File: src/pkg/ubcg_pkg.sv
// Package: register map, field layout and constants of the baud clock generator
package ubcg_pkg;

  // Register byte addresses
  localparam logic [11:0] PRESCALER_ADDR   = 12'h000;
  localparam logic [11:0] MODE_ADDR        = 12'h004;
  localparam logic [11:0] DATA_ADDR        = 12'h008;
  localparam logic [11:0] STATUS_ADDR      = 12'h00c;

  // Field positions
  localparam int          LOW_PRS_LSB      = 0;
  localparam int          HIGH_PRS_LSB     = 4;
  localparam int          CLK_SEL_BIT      = 15;
  localparam int          ENABLE_BIT       = 0;
  localparam int          DIV_LSB          = 9;
  localparam int          DIV_W            = 7;

  // Reset values
  localparam logic [15:0] PRESCALER_RST    = 16'h0000;
  localparam logic [15:0] MODE_RST         = 16'h0000;
  localparam logic [15:0] DATA_RST         = 16'h0000;

  // Prescaler codes
  localparam logic [3:0]  PRS_MAX_DIV      = 4'hb;
  localparam logic [3:0]  PRS_TIMER        = 4'hf;

  // Unit number selects which timer interrupt clocks the unit
  localparam logic        UNIT_NUMBER      = 1'b0;

  // Bit counter width: start, up to 9 data bits, parity, 2 stop
  localparam int          BITCNT_W         = 4;

  typedef struct packed {
    logic       enable;
    logic       clk_sel;
    logic [3:0] low_prs;
    logic [3:0] high_prs;
    logic [6:0] divider;
    logic [3:0] frame_bits;
  } ubcg_cfg_t;

  typedef struct packed {
    logic                rx_busy;
    logic                frame_ok;
    logic                frame_err;
    logic [BITCNT_W-1:0] bit_index;
  } ubcg_stat_t;

endpackage : ubcg_pkg

File: src/ubcg_top.sv
// Module: baud clock generator with receive sampling, reached over APB
// What this block does
// - The bit rate is the operation clock divided by divider plus one, then by 2.
// - The clock select bit picks the low prescaler field at 0 and the high one at 1.
// - Prescaler codes 0 to 11 divide the system clock by 2 to that power; 15 picks a timer.
// - Code 15 clocks unit 0 from timer channel 2 and unit 1 from timer channel 3.
// - Receive tolerance follows from k as divider plus one and the frame length.
// - After a start bit each bit is latched at instants set by the divider.
module ubcg_top
  import ubcg_pkg::*;
(
  // Clock and reset
  input  wire logic        i_core_clk,
  input  wire logic        i_rst_b,
  // APB slave
  input  wire logic        i_psel,
  input  wire logic        i_penable,
  input  wire logic        i_pwrite,
  input  wire logic [11:0] i_paddr,
  input  wire logic [31:0] i_pwdata,
  output logic      [31:0] o_prdata,
  output logic             o_pready,
  output logic             o_pslverr,
  // Timer interrupt pulses
  input  wire logic        i_timer_ch2_irq,
  input  wire logic        i_timer_ch3_irq,
  // Serial line
  input  wire logic        i_rxd,
  // Channel timing outputs
  output logic             o_op_clk_en,
  output logic             o_half_bit_en,
  output logic             o_rx_sample,
  output logic             o_rx_bit
);

  typedef enum logic [1:0] {RX_IDLE, RX_START, RX_BITS} ubcg_rx_t;

  logic [15:0] prescaler, next_prescaler;
  logic [15:0] mode,      next_mode;
  logic [15:0] data,      next_data;
  logic [31:0] next_prdata;
  logic        next_pready, next_pslverr;
  ubcg_cfg_t   cfg;
  ubcg_stat_t  stat;
  ubcg_rx_t    rx_state, next_rx_state;

  // APB registers
  wire access = i_psel && i_penable && !o_pready;
  wire known  = (i_paddr == PRESCALER_ADDR) || (i_paddr == MODE_ADDR) ||
                (i_paddr == DATA_ADDR) || (i_paddr == STATUS_ADDR);

  always_comb
  begin
    next_prescaler = prescaler;
    next_mode      = mode;
    next_data      = data;
    next_prdata    = o_prdata;
    next_pready    = access;
    next_pslverr   = access && !known;
    if (access && i_pwrite)
    begin
      unique case (i_paddr)
        PRESCALER_ADDR: next_prescaler = i_pwdata[15:0];
        MODE_ADDR:      next_mode      = i_pwdata[15:0];
        DATA_ADDR:      next_data      = i_pwdata[15:0];
        default:        next_data      = data;
      endcase
    end
    if (access && !i_pwrite)
    begin
      unique case (i_paddr)
        PRESCALER_ADDR: next_prdata = {16'h0000, prescaler};
        MODE_ADDR:      next_prdata = {16'h0000, mode};
        DATA_ADDR:      next_prdata = {16'h0000, data};
        STATUS_ADDR:    next_prdata = {{25{1'b0}}, stat};
        default:        next_prdata = 32'h0000_0000;
      endcase
    end
  end

  always_ff @(posedge i_core_clk or negedge i_rst_b)
  begin
    if (!i_rst_b)
    begin
      prescaler <= PRESCALER_RST;
      mode      <= MODE_RST;
      data      <= DATA_RST;
      o_prdata  <= 32'h0000_0000;
      o_pready  <= 1'b0;
      o_pslverr <= 1'b0;
    end
    else
    begin
      prescaler <= next_prescaler;
      mode      <= next_mode;
      data      <= next_data;
      o_prdata  <= next_prdata;
      o_pready  <= next_pready;
      o_pslverr <= next_pslverr;
    end
  end

  always_comb
  begin
    cfg.enable     = mode[ENABLE_BIT];
    cfg.clk_sel    = mode[CLK_SEL_BIT];
    cfg.low_prs    = prescaler[LOW_PRS_LSB +: 4];
    cfg.high_prs   = prescaler[HIGH_PRS_LSB +: 4];
    cfg.divider    = data[DIV_LSB +: DIV_W];
    cfg.frame_bits = mode[4:1];
  end

  // Rx synchroniser: three stages, change taken when stages two and three agree
  logic [2:0] rx_sync;
  logic       rx_level, next_rx_level;

  always_comb
  begin
    next_rx_level = (rx_sync[1] == rx_sync[2]) ? rx_sync[2] : rx_level;
  end

  always_ff @(posedge i_core_clk or negedge i_rst_b)
  begin
    if (!i_rst_b)
    begin
      rx_sync  <= 3'h7;
      rx_level <= 1'b1;
    end
    else
    begin
      rx_sync  <= {rx_sync[1:0], i_rxd};
      rx_level <= next_rx_level;
    end
  end

  // Prescaler: free counter, enable pulse on divided rate or timer pulse
  logic [10:0] pre_cnt, next_pre_cnt;
  logic        op_en, next_op_en;
  logic [3:0]  sel_code;
  logic [10:0] pre_mask;

  always_comb
  begin
    sel_code     = cfg.clk_sel ? cfg.high_prs : cfg.low_prs;
    pre_mask     = 11'h7ff >> (4'(PRS_MAX_DIV) - sel_code);
    next_pre_cnt = pre_cnt + 11'h001;
    if (sel_code == PRS_TIMER)
      next_op_en = (UNIT_NUMBER == 1'b0) ? i_timer_ch2_irq : i_timer_ch3_irq;
    else if (sel_code == 4'h0)
      next_op_en = 1'b1;
    else if (sel_code <= PRS_MAX_DIV)
      next_op_en = ((pre_cnt & pre_mask) == pre_mask);
    else
      next_op_en = 1'b0;
    next_op_en = next_op_en && cfg.enable;
  end

  always_ff @(posedge i_core_clk or negedge i_rst_b)
  begin
    if (!i_rst_b)
    begin
      pre_cnt <= 11'h000;
      op_en   <= 1'b0;
    end
    else
    begin
      pre_cnt <= next_pre_cnt;
      op_en   <= next_op_en;
    end
  end

  // Half-bit divider: reload with divider value, one half bit per k op clocks
  logic [6:0] div_cnt, next_div_cnt;
  logic       half_en, next_half_en;

  always_comb
  begin
    next_div_cnt = div_cnt;
    next_half_en = 1'b0;
    if (!cfg.enable)
      next_div_cnt = cfg.divider;
    // Restart on start detection so bit centres line up with the start edge
    else if (rx_state == RX_IDLE && !rx_level)
      next_div_cnt = cfg.divider;
    else if (op_en)
    begin
      if (div_cnt == 7'h00)
      begin
        next_div_cnt = cfg.divider;
        next_half_en = 1'b1;
      end
      else
        next_div_cnt = div_cnt - 7'h01;
    end
  end

  always_ff @(posedge i_core_clk or negedge i_rst_b)
  begin
    if (!i_rst_b)
    begin
      div_cnt <= 7'h00;
      half_en <= 1'b0;
    end
    else
    begin
      div_cnt <= next_div_cnt;
      half_en <= next_half_en;
    end
  end

  // Receiver timing: start detect, sample at bit centres, check stop bit
  logic                phase, next_phase;
  logic [BITCNT_W-1:0] bit_idx, next_bit_idx;
  logic                sample, next_sample;
  logic                rx_bit, next_rx_bit;
  logic                ok, next_ok, err, next_err;

  always_comb
  begin
    next_rx_state = rx_state;
    next_phase    = phase;
    next_bit_idx  = bit_idx;
    next_sample   = 1'b0;
    next_rx_bit   = rx_bit;
    next_ok       = ok;
    next_err      = err;
    unique case (rx_state)
      RX_IDLE:
        if (cfg.enable && !rx_level)
        begin
          next_rx_state = RX_START;
          next_phase    = 1'b0;
          next_bit_idx  = '0;
        end
      RX_START:
        if (half_en)
        begin
          // Start bit centre after one half bit
          next_rx_state = rx_level ? RX_IDLE : RX_BITS;
          next_phase    = 1'b0;
        end
      RX_BITS:
        if (half_en)
        begin
          next_phase = !phase;
          if (phase)
          begin
            next_sample  = 1'b1;
            next_rx_bit  = rx_level;
            next_bit_idx = bit_idx + 1'b1;
            if (bit_idx + 1'b1 == cfg.frame_bits - 1'b1)
            begin
              // Stop bit latched: frame result, window set by k and frame length
              next_ok       = rx_level;
              next_err      = !rx_level;
              next_rx_state = RX_IDLE;
            end
          end
        end
    endcase
    if (!cfg.enable)
      next_rx_state = RX_IDLE;
  end

  always_ff @(posedge i_core_clk or negedge i_rst_b)
  begin
    if (!i_rst_b)
    begin
      rx_state <= RX_IDLE;
      phase    <= 1'b0;
      bit_idx  <= '0;
      sample   <= 1'b0;
      rx_bit   <= 1'b1;
      ok       <= 1'b0;
      err      <= 1'b0;
    end
    else
    begin
      rx_state <= next_rx_state;
      phase    <= next_phase;
      bit_idx  <= next_bit_idx;
      sample   <= next_sample;
      rx_bit   <= next_rx_bit;
      ok       <= next_ok;
      err      <= next_err;
    end
  end

  always_comb
  begin
    stat.rx_busy   = (rx_state != RX_IDLE);
    stat.frame_ok  = ok;
    stat.frame_err = err;
    stat.bit_index = bit_idx;
  end

  assign o_op_clk_en   = op_en;
  assign o_half_bit_en = half_en;
  assign o_rx_sample   = sample;
  assign o_rx_bit      = rx_bit;

endmodule : ubcg_top
File: config.mk
export PLATFORM = sky130hd
export DESIGN_NAME = ubcg_top
export DESIGN_NICKNAME = d
export VERILOG_FILES = /design/src/pkg/ubcg_pkg.sv /design/src/ubcg_top.sv
export SDC_FILE = /design/constraint.sdc
export NUM_CORES = 1
export LEC_CHECK = 0
export ABC_AREA = 1
export ABC_CLOCK_PERIOD_IN_PS = 2900
export BUFFER_PORTS_ARGS = -buffer_cell sky130_fd_sc_hd__buf_2
export CAP_MARGIN = 20
export CORE_UTILIZATION = 58
export CTS_CLUSTER_SIZE = 20
export DETAILED_ROUTE_END_ITERATION = 12
export PLACE_DENSITY = 0.83
export SETUP_SLACK_MARGIN = 0.3
export SYNTH_ARGS = -nofsm -noshare
export SYNTH_HDL_FRONTEND = slang
export SYNTH_SLANG_ARGS = --single-unit
File: constraint.sdc
create_clock -name i_core_clk -period 2.9 [get_ports i_core_clk]
set_input_delay 0.145 -clock i_core_clk [delete_from_list [all_inputs] [get_ports i_core_clk]]
set_output_delay 0.145 -clock i_core_clk [all_outputs]
set_load 0.05 [all_outputs]
==> results of run 1 <==
==> layer usage <==
metal	routed length [um]	global-route usage (%)	vias up
met4	185	10.07	0
met5	0	0	-
met2	5613	44.35	153
met3	581	4.739	19
met1	4982	35.37	2075
li1	-	-	2074
==> layout by cell type, fill, tap and decap left out, types with 16 or more instances in the layout <==
cell	netlist	routed
nand2_1	154	154
inv_1	98	98
dfrtp_1	96	96
o21ai_0	72	72
buf_2	8	55
nor2_1	29	29
nand3_1	26	26
o21ai_1	18	18
a21oi_1	17	17
conb_1	1	16
==> stage by stage <==
step | power, mW | instances | setup WS (ps)
floorplan | 1.544 | 638 | 1205
global placement | 1.593 | 770 | 869.6
detailed placement | 1.595 | 770 | 709.3
CTS | 2.499 | 797 | 661.7
global route | 2.567 | 797 | 449.0
finish | 2.476 | 797 | 631.8
==> how the worst max path moves through the flow <==
stage,start,end,slack (ps),cells past startpoint
after global placement,o_pready,o_prdata[8],870,5
after global routing,i_penable,o_prdata[0],450,8
after detailed placement,o_pready,o_prdata[0],710,5
final,i_penable,o_prdata[0],630,8
after floorplan,mode[15],o_op_clk_en,1200,13
after CTS,o_pready,o_prdata[0],660,5
==> flip-flops by register name (all words and copies together), names as in the netlist <==
signal,count
ok,1
o_prdata,16
err,1
pre_cnt,11
phase,1
o_pready,1
o_rx_sample,1
o_rx_bit,1
rx_sync,3
div_cnt,7
prescaler,16
data,16
mode,16
o_pslverr,1
rx_level,1
bit_idx,4
o_op_clk_en,1
rx_state,2
o_half_bit_en,1
==> synth_stat cells, drive strengths merged <==
library cell	n	area, um2
a21oi	17	85.08
nand3	27	140.1
o21a	1	7.510
o31ai	1	7.510
dfrtp	96	2402
o21ai	90	450.4
nor3b	1	7.510
o211ai	1	7.510
xnor2	5	43.79
nor2	31	135.1
nor3	9	61.31
inv	98	367.9
o22ai	15	93.84
nor4	3	33.78
xor2	11	96.34
nand4	4	40.04
conb	1	3.750
or2	1	8.760
dfstp	5	131.4
nand3b	1	7.510
buf	26	171.4
maj3	1	10.01
clkbuf	8	30.03
nand2b	1	6.260
nand2	157	596.8
a32o	1	10.01
ha	11	137.6
==> power groups by stage <==
stage / Clock (mW) / Sequential [mW] / Combinational (mW)
global route: 0.971 / 1.42 / 0.174
floorplan: 0 / 1.45 / 0.0918
global placement: 0 / 1.45 / 0.146
detailed placement: 0 / 1.45 / 0.148
CTS: 0.919 / 1.42 / 0.160
finish: 0.898 / 1.42 / 0.158
==> cell families (layout without fill, tap and decap cells) <==
group | count (synthesis) | after routing | synth area share [%]
simple gates | 235 | 235 | 20.36
buf+inv | 132 | 186 | 11.18
xor+xnor | 16 | 16 | 2.751
compound gates | 126 | 126 | 12.99
flops | 101 | 101 | 49.74
other cells | 1 | 16 | 0.07362
fa+ha+maj | 12 | 12 | 2.899
==> critical path, stage by stage <==
cell	delay (ps)
dlygate4sd3_1	540
buf_2	110
nand2_1	40
nor2_1	180
nand2_2	320
nor4_4	770
o21ai_0	320
nand2_1	120
==> cell type report <==
cell class	count	area, um2
Timing Repair Buffer	72	442.9
Multi-Input combinational cell	405	2047
Clock buffer	9	123.9
Fill cell	679	2610
Tap cell	105	131.4
Sequential cell	101	2534
Inverter	98	367.9
Clock inverter	7	83.83
==> repair_timing <==
| item | CTS | global route |
|---|---|---|
| endpoints found under the setup margin | 0 | 0 |
| hold endpoints to repair | 55 | 0 |
| hold buffers | 11 | 0 |
| buffers inserted | 0 | 0 |
==> flow_summary_export.csv, run 1 <==
group,metric,value,unit
power,p_seq_share,57.3,%
global_route,grt_pass1_vias,4118,
route,wl_per_cell,14.26,um
synth,ys_ff_latch,101,
floorplan,die_height,95.72,um
route,vias_per_cell,5.422,
floorplan,die_x,95.72,um
clock_tree,clockBufferDepth,2,
placed_design,globalplace.congestion,0.8400,
timing,tightestPinTransition,891.0,ps
floorplan,die_area,0.009161,mm2
final_layout,fin_nets,750,
clock_tree,cts_tree,"built",
clock_tree,numCtsBuffers,9,
power,powerDensity,432.1,mW/mm2
timing,fin_crit,2268,ps
route,drtIter0Drc,331,
clock_tree,path_clk_slew,120,ps
synth,yosysSeqAreaShare,49.74,%
timing,fin_crit_sh,78.21,%
route,num_vias,4321,
worst_setup_path,criticalPathCategory,"in -> reg",
route,ant_nets,0,
route,wl,11.36,mm
synth,synthesis.area,0.005094,mm2
min_path,hold_depth,3,
final_layout,finish.utilization,68.71,%
job,maxCapViolations,0,
power,peakVddDrop,0.0003244,V
worst_setup_path,worstPathArrival,2560,ps
timing,hold_ws,18.94,ps
floorplan,coreArea,0.008341,mm2
worst_setup_path,end_kind,"register",
final_layout,area_delta_synth_final,12.50,%
synth,synth_warnings,0,
clock_tree,clock-sinks,101,
worst_setup_path,regToRegSetupSlack,680,ps
route,dr.pass1.iters,5,
timing,fin_skew,17.60,ps
timing,final_max_slew_viol_count,0,
floorplan,io_pins,90,
placed_design,port_buffers,56,
synth,synthCells,623,
min_path,hold_class,"in -> reg",
power,p_switching,0.6712,mW
clock_tree,post_cts_resized,0,
timing,setup_tns,0,ps
synth,yosysUniqueCellTypes,38,
timing,fmax,0.4409,GHz
timing,rsz0062_at_grt,"false",
final_layout,diodes,0,
final_layout,drive_gt1_share,13.44,%
timing,relSlewSlack,40.15,%
worst_setup_path,rr_worst_depth,5,
global_route,grt.total_usage,26.80,%
worst_setup_path,path_max_fanout,17,
clock_tree,htreeDepth,3,
timing,finalSetupViolations,0,
global_route,grt_max_degree,52,
clock_tree,root_buffer,"clkbuf_8",
global_route,grt_antenna_before_repair,0,
power,power_frac_clock,36.3,%
synth,avgSynthCellArea,8.176,um2
min_path,min_to,"prescaler[13]",
worst_setup_path,r2r-end,"o_prdata[0]",
floorplan,rows,33,
status,outcome,"completed",
worst_setup_path,crit_path_start_kind,"input port",
worst_setup_path,regToRegStartpoint,"o_pready",
timing,hold_viol_final,0,
placed_design,hpwl,7.894,mm
power,leakagePower,3.005,nW
min_path,min_from,"i_pwdata[13]",
global_route,grt-ovfl-total,0,
worst_setup_path,cp.required,3190,ps
global_route,grt_pass1_wl,18.71,mm
final_layout,stdcell_area,0.005731,mm2
floorplan,start_util,61.07,%
power,intPower,1.805,mW
clock_tree,clkLatencyLatePin,370,ps
power,switching_share,27.10,%
power,p_comb_share,6.4,%
route,drc,0,
placed_design,place_area,0.005413,mm2
No activity file was read; power rests on OpenSTA's default activity.
==> inputs of run 2 (changes only) <==
Settings changed: ABC_AREA 1 to 0, ABC_CLOCK_PERIOD_IN_PS 2900 to 1900, CORE_UTILIZATION 58 to 51, PLACE_DENSITY 0.83 to 0.78.
Clock period 2.9 ns to 1.9 ns, I/O delays scaled along.
==> flow_summary_export.csv, run 2 <==
group,metric,value,unit
synth,synthTopCellsByCount,"dfrtp_1, mux2_2, o21ai_0",
placed_design,port_buffers,56,
synth,synth.top_cell.area_share,47.74,%
min_path,hold_depth,2,
final_layout,finish.utilization,71.08,%
synth,synth_ff_type,"dfrtp_1",
timing,fin_crit_sh,103.5,%
worst_setup_path,path_cells,"inv_2 -> ha_4 -> or4b_4 -> o311ai_4 -> buf_4 -> nor3b_2 -> a21oi_1 -> o21ai_1",
global_route,grt.total_usage,24.99,%
placed_design,hpwl,8.068,mm
min_path,hold_class,"in -> reg",
worst_setup_path,crit_path_start_kind,"register",
timing,worst_slack,-66.14,ps
floorplan,start_util,53.45,%
worst_setup_path,path_max_fanout,5,
min_path,min_from,"i_pwdata[13]",
worst_setup_path,r2r-end,"div_cnt[5]",
final_layout,area_delta_synth_final,32.99,%
worst_setup_path,regToRegStartpoint,"div_cnt[0]",
final_layout,fillers,631,
global_route,grt_antenna_before_repair,0,
placed_design,place_area,0.005829,mm2
timing,tightestPinTransition,491.2,ps
synth,synth_warnings,0,
route,wl,11.88,mm
timing,fmax,0.5086,GHz
clock_tree,clkLatencyLatePin,370,ps
route,dr.pass1.iters,4,
power,peakVddDrop,0.0004676,V
route,drtIter0Drc,105,
worst_setup_path,crit_family,"compound AO/OA/AOI/OAI gates",
worst_setup_path,crit_slowest_cell,"or4b_4",
clock_tree,clock-sinks,101,
global_route,grt_max_degree,45,
synth,avgSynthCellArea,12.46,um2
floorplan,io_pins,90,
synth,synth_top_cell_by_area,"dfrtp_1",
worst_setup_path,end_kind,"register",
clock_tree,path_clk_slew,100,ps
power,total_power,3.880,mW
global_route,grt_pass1_vias,3936,
timing,rsz0062_at_grt,"true",
synth,yosysUniqueCellTypes,57,
placed_design,dp_cells,616,
floorplan,die_x,101.3,um
route,vias_per_cell,5.508,
final_layout,drive_gt1_share,47.41,%
final_layout,final_common_cell,"dfrtp_1",
timing,final_max_slew_viol_count,0,
status,violations,"setup timing",
global_route,grt-ovfl-total,0,
final_layout,diodes,0,
final_layout,final_cell_mix,"dfrtp_1, buf_2, mux2_4, buf_4, nand2_1",
placed_design,globalplace.congestion,0.8441,
worst_setup_path,criticalPathCategory,"reg -> reg",
global_route,grt_pass1_wl,19.49,mm
timing,relSlewSlack,67.02,%
worst_setup_path,regToRegSetupSlack,-70,ps
synth,ys_ff_latch,101,
worst_setup_path,rr_worst_depth,8,
clock_tree,numCtsBuffers,9,
final_layout,stdcell_area,0.006693,mm2
route,ant_nets,0,
synth,synthCells,404,
worst_setup_path,cp.required,2160,ps
min_path,min_to,"data[13]",
timing,hold_viol_final,0,
route,drc,0,
floorplan,die_height,101.3,um
worst_setup_path,worst_path_largest_cell_delay,480,ps
synth,synthArstFlopShare,100.0,%
worst_setup_path,worstPathArrival,2220,ps
synth,yosysMostFrequentCell,"dfrtp_1",
timing,finalSetupViolations,7,
synth,synth_edf_count,0,
clock_tree,clockBufferDepth,2,
power,powerDensity,579.8,mW/mm2
floorplan,die_area,0.01027,mm2
route,wl_per_cell,17.75,um
final_layout,fin_nets,598,
clock_tree,root_buffer,"clkbuf_8",
synth,yosysSeqAreaShare,50.35,%
job,maxCapViolations,0,
final_layout,fin_cells,669,
synth,synthesis.area,0.005032,mm2
timing,fin_crit,1966,ps
route,num_vias,3685,
status,outcome,"complete, but fails checks",
clock_tree,htreeDepth,3,
timing,fin_skew,8.649,ps
synth,synth.area.top_cells,"dfrtp_1, mux2_2, mux2i_1, mux4_2, mux2_4",
power,leakagePower,3.157,nW
floorplan,coreArea,0.009415,mm2
worst_setup_path,cp_num_buf_inv,2,
floorplan,rows,35,
clock_tree,cts_tree,"built",
-- run 2: changes by cell type after synthesis, sizes merged, moves of 8 or more --
cell   previous run  this run
o22ai            15         0
mux2              0        50
inv              98        19
nor2             31        12
nand3            27         9
a22o              0         9
a21oi            17         9
mux2i             0        16
xnor2             5        13
a22oi             0         9
o21ai            90        26
nand2           157        25
-- run 2: metal layers --
metal	global-route usage [%]	vias to the layer above	wire length [um]
li1	-	1684	-
met1	31.67	1887	5065
met2	44.43	101	6243
met3	4.693	13	455
met4	5.909	0	110
met5	0	-	0
-- run 2: cell type report --
cell class	instances	area (um2)	share of cell area (%)
Clock buffer	9	123.9	1.851
Clock inverter	7	85.08	1.271
Inverter	19	73.82	1.103
Multi-Input combinational cell	272	2715	40.57
Sequential cell	101	2536	37.89
Tap cell	129	161.4	2.412
Timing Repair Buffer	132	997.2	14.90
-- run 2: stage by stage --
step                      TNS (ps)  worst slack [ps]  hold slack, ps
after floorplan              -2463            -90.33          -200.6
after global placement      -123.9            -88.08           78.12
after detailed placement    -410.9            -112.1           82.32
after CTS                   -258.4            -62.56           1.177
after global routing         -1352            -162.4           1.542
final                       -302.8            -66.14           11.20
-- run 2: how the worst max path moves through the flow --
stage	start	endpoint	slack (ps)	cells after the start
after floorplan	o_pready	mode[10]	-90	6
after global placement	mode[15]	o_op_clk_en	-90	9
after detailed placement	mode[15]	o_op_clk_en	-110	9
after CTS	div_cnt[0]	div_cnt[5]	-60	8
after global routing	div_cnt[0]	div_cnt[5]	-160	8
final	div_cnt[0]	div_cnt[5]	-70	8
-- run 2: power by group --
| part | switching, mW | internal [mW] | total [mW] |
|---|---|---|---|
| logic | 0.199 | 0.0986 | 0.297 |
| registers | 0.00742 | 2.16 | 2.17 |
| clock network | 0.785 | 0.630 | 1.41 |
-- run 2: cell families (layout without fill, tap and decap cells) --
group | Yosys count | in the layout | share of synthesized area, %
AO/OA/AOI/OAI | 70 | 70 | 9.498
XOR/XNOR | 17 | 17 | 2.959
adder cells (fa/ha/maj) | 12 | 12 | 2.934
buffers and inverters | 46 | 167 | 5.395
flip-flops | 101 | 101 | 50.35
multiplexers | 73 | 73 | 18.25
other | 1 | 16 | 0.07452
AND/OR/NAND/NOR | 84 | 84 | 10.54
-- run 2: what timing repair did --
action | in CTS | in global routing
pin swaps | 11 | 19
hold endpoints to repair | 64 | 0
endpoints found under the setup margin | 71 | 81
hold buffers | 16 | 0
buffers inserted | 12 | 7
gates resized for setup | 50 | 34
gates cloned | 1 | 1
==> inputs of run 3 (changes only) <==
==> constraint.sdc (replaced) <==
create_clock -name i_core_clk -period 1.9 [get_ports i_core_clk]
set_input_delay 0.38 -clock i_core_clk [delete_from_list [all_inputs] [get_ports i_core_clk]]
set_output_delay 0.38 -clock i_core_clk [all_outputs]
set_load 0.05 [all_outputs]
==> flow_summary_export.csv, run 3 (synthesized netlist as in run 2, its figures left out) <==
group,metric,value,unit
status,outcome,"complete, but fails checks",
status,violations,"setup timing",
route,drc,0,
placed_design,hpwl,7.778,mm
timing,hold_ws,1.008,ps
timing,setup_tns,-895.2,ps
global_route,grt.total_usage,24.65,%
global_route,grt-ovfl-total,0,
global_route,grt_pass1_vias,3789,
final_layout,fin_cells,649,
timing,fin_crit,2076,ps
timing,fmax,0.4818,GHz
power,powerDensity,614.2,mW/mm2
worst_setup_path,cp.required,2170,ps
timing,finalSetupViolations,9,
clock_tree,clkLatencyLatePin,380,ps
timing,final_max_slew_viol_count,0,
route,num_vias,3586,
route,wl_met2,6.066,mm
route,ant_nets,0,
worst_setup_path,criticalPathCategory,"reg -> reg",
worst_setup_path,cp_num_buf_inv,3,
timing,tightestPinTransition,590.0,ps
placed_design,globalplace.congestion,0.8258,
route,top_layer,"met4",
floorplan,die_x,101.3,um
placed_design,dp_cells,617,
global_route,grt_max_degree,43,
final_layout,fin_nets,578,
route,wl_met1,5.057,mm
job,maxCapViolations,0,
clock_tree,root_buffer,"clkbuf_8",
route,wl_per_cell,18.36,um
final_layout,final_common_cell,"dfrtp_1",
worst_setup_path,crit_path_start_kind,"register",
worst_setup_path,end_kind,"register",
route,wl,11.91,mm
final_layout,drive_gt1_share,47.69,%
clock_tree,numCtsBuffers,9,
timing,worst_slack,-175.7,ps
clock_tree,htreeDepth,3,
final_layout,finish.utilization,69.25,%
route,drtIter0Drc,137,
clock_tree,clockBufferDepth,2,
timing,hold_viol_final,0,
clock_tree,path_clk_slew,100,ps
floorplan,io_pins,90,
power,peakVddDrop,0.0004523,V
final_layout,multi_input_area,0.002693,mm2
final_layout,area_delta_synth_final,29.56,%
placed_design,pre_cts_ws,-148.9,ps
worst_setup_path,crit_family,"simple AND/OR/NAND/NOR gates",
timing,rsz0062_at_grt,"true",
placed_design,port_buffers,56,
final_layout,diodes,0,
clock_tree,clock-sinks,101,
timing,fin_skew,8.265,ps
global_route,grt_pass1_wl,18.88,mm
timing,fin_crit_sh,109.2,%
final_layout,fillers,618,
worst_setup_path,crit_slowest_cell,"or4b_4",
worst_setup_path,worst_path_largest_cell_delay,490,ps
floorplan,rows,35,
worst_setup_path,worstPathArrival,2350,ps
global_route,grt_antenna_before_repair,0,
power,leakagePower,3.077,nW
worst_setup_path,path_max_fanout,6,
route,wl_met3,542,um
final_layout,seqCellArea,0.002537,mm2
worst_setup_path,crit_path_frequent_cell,"o21ai_1",
worst_setup_path,path_cells,"inv_1 -> ha_2 -> or4b_4 -> o311ai_4 -> buf_6 -> buf_16 -> nor2b_1 -> o21ai_1 -> o21ai_1",
final_layout,stdcell_area,0.006520,mm2
route,dr.pass1.iters,4,
placed_design,place_area,0.005844,mm2
floorplan,start_util,53.45,%
floorplan,coreArea,0.009415,mm2
clock_tree,cts_tree,"built",
final_layout,final_cell_mix,"dfrtp_1, buf_2, mux2_4, buf_4, nand2_1",
route,vias_per_cell,5.525,
floorplan,die_height,101.3,um
floorplan,die_area,0.01027,mm2
min_path,hold_class,"in -> async",
power,total_power,4.005,mW
timing,relSlewSlack,60.67,%
==> run 3: changes by cell type in the layout (fill, tap and decap cells not counted), moves of 2 or more <==
cell / delta
dlygate4sd3_1: -16
nor3b_2: -2
clkinv_4: -3
buf_4: -6
nor3b_1: +2
==> run 3: where the power goes <==
group,leakage (nW),internal (mW),total [mW],switching (mW)
combinational,1.59,0.0737,0.267,0.193
clock,0.113,0.787,1.57,0.782
sequential,1.37,2.16,2.17,0.00768
total,3.08,3.02,4.00,0.983
==> run 3: layer usage <==
layer	track usage (%)	vias up
met5	0	-
met4	10.03	0
met3	4.969	21
met2	41.08	98
met1	31.68	1817
li1	-	1650
==> run 3: area by class of cell <==
cell class                      instances  share of cell area [%]
Clock buffer                           10                   2.111
Clock inverter                          6                   1.439
Inverter                               19                   1.132
Multi-Input combinational cell        272                   41.30
Sequential cell                       101                   38.92
Tap cell                              129                   2.476
Timing Repair Buffer                  112                   12.63
==> run 3: final timing paths <==
path,startpoint,slack (ps),cells past startpoint,end
setup / recovery,div_cnt[0],-180,9,div_cnt[3]
min in group i_core_clk,i_rxd,90,1,rx_sync[0]
hold / removal,i_rst_b,1,1,div_cnt[1]
max in group asynchronous,i_rst_b,1300,2,mode[1]
hold reg to reg,rx_sync[0],360,0,rx_sync[1]
setup reg to reg,div_cnt[0],-180,9,div_cnt[3]
==> run 3: repair_timing <==
item | CTS | global route
resized for setup | 50 | 36
setup buffers | 8 | 6
cloned | 2 | 0
setup endpoints to repair | 71 | 79
pin swaps | 12 | 19
hold buffers | 0 | 0
hold endpoints to repair | 0 | 0
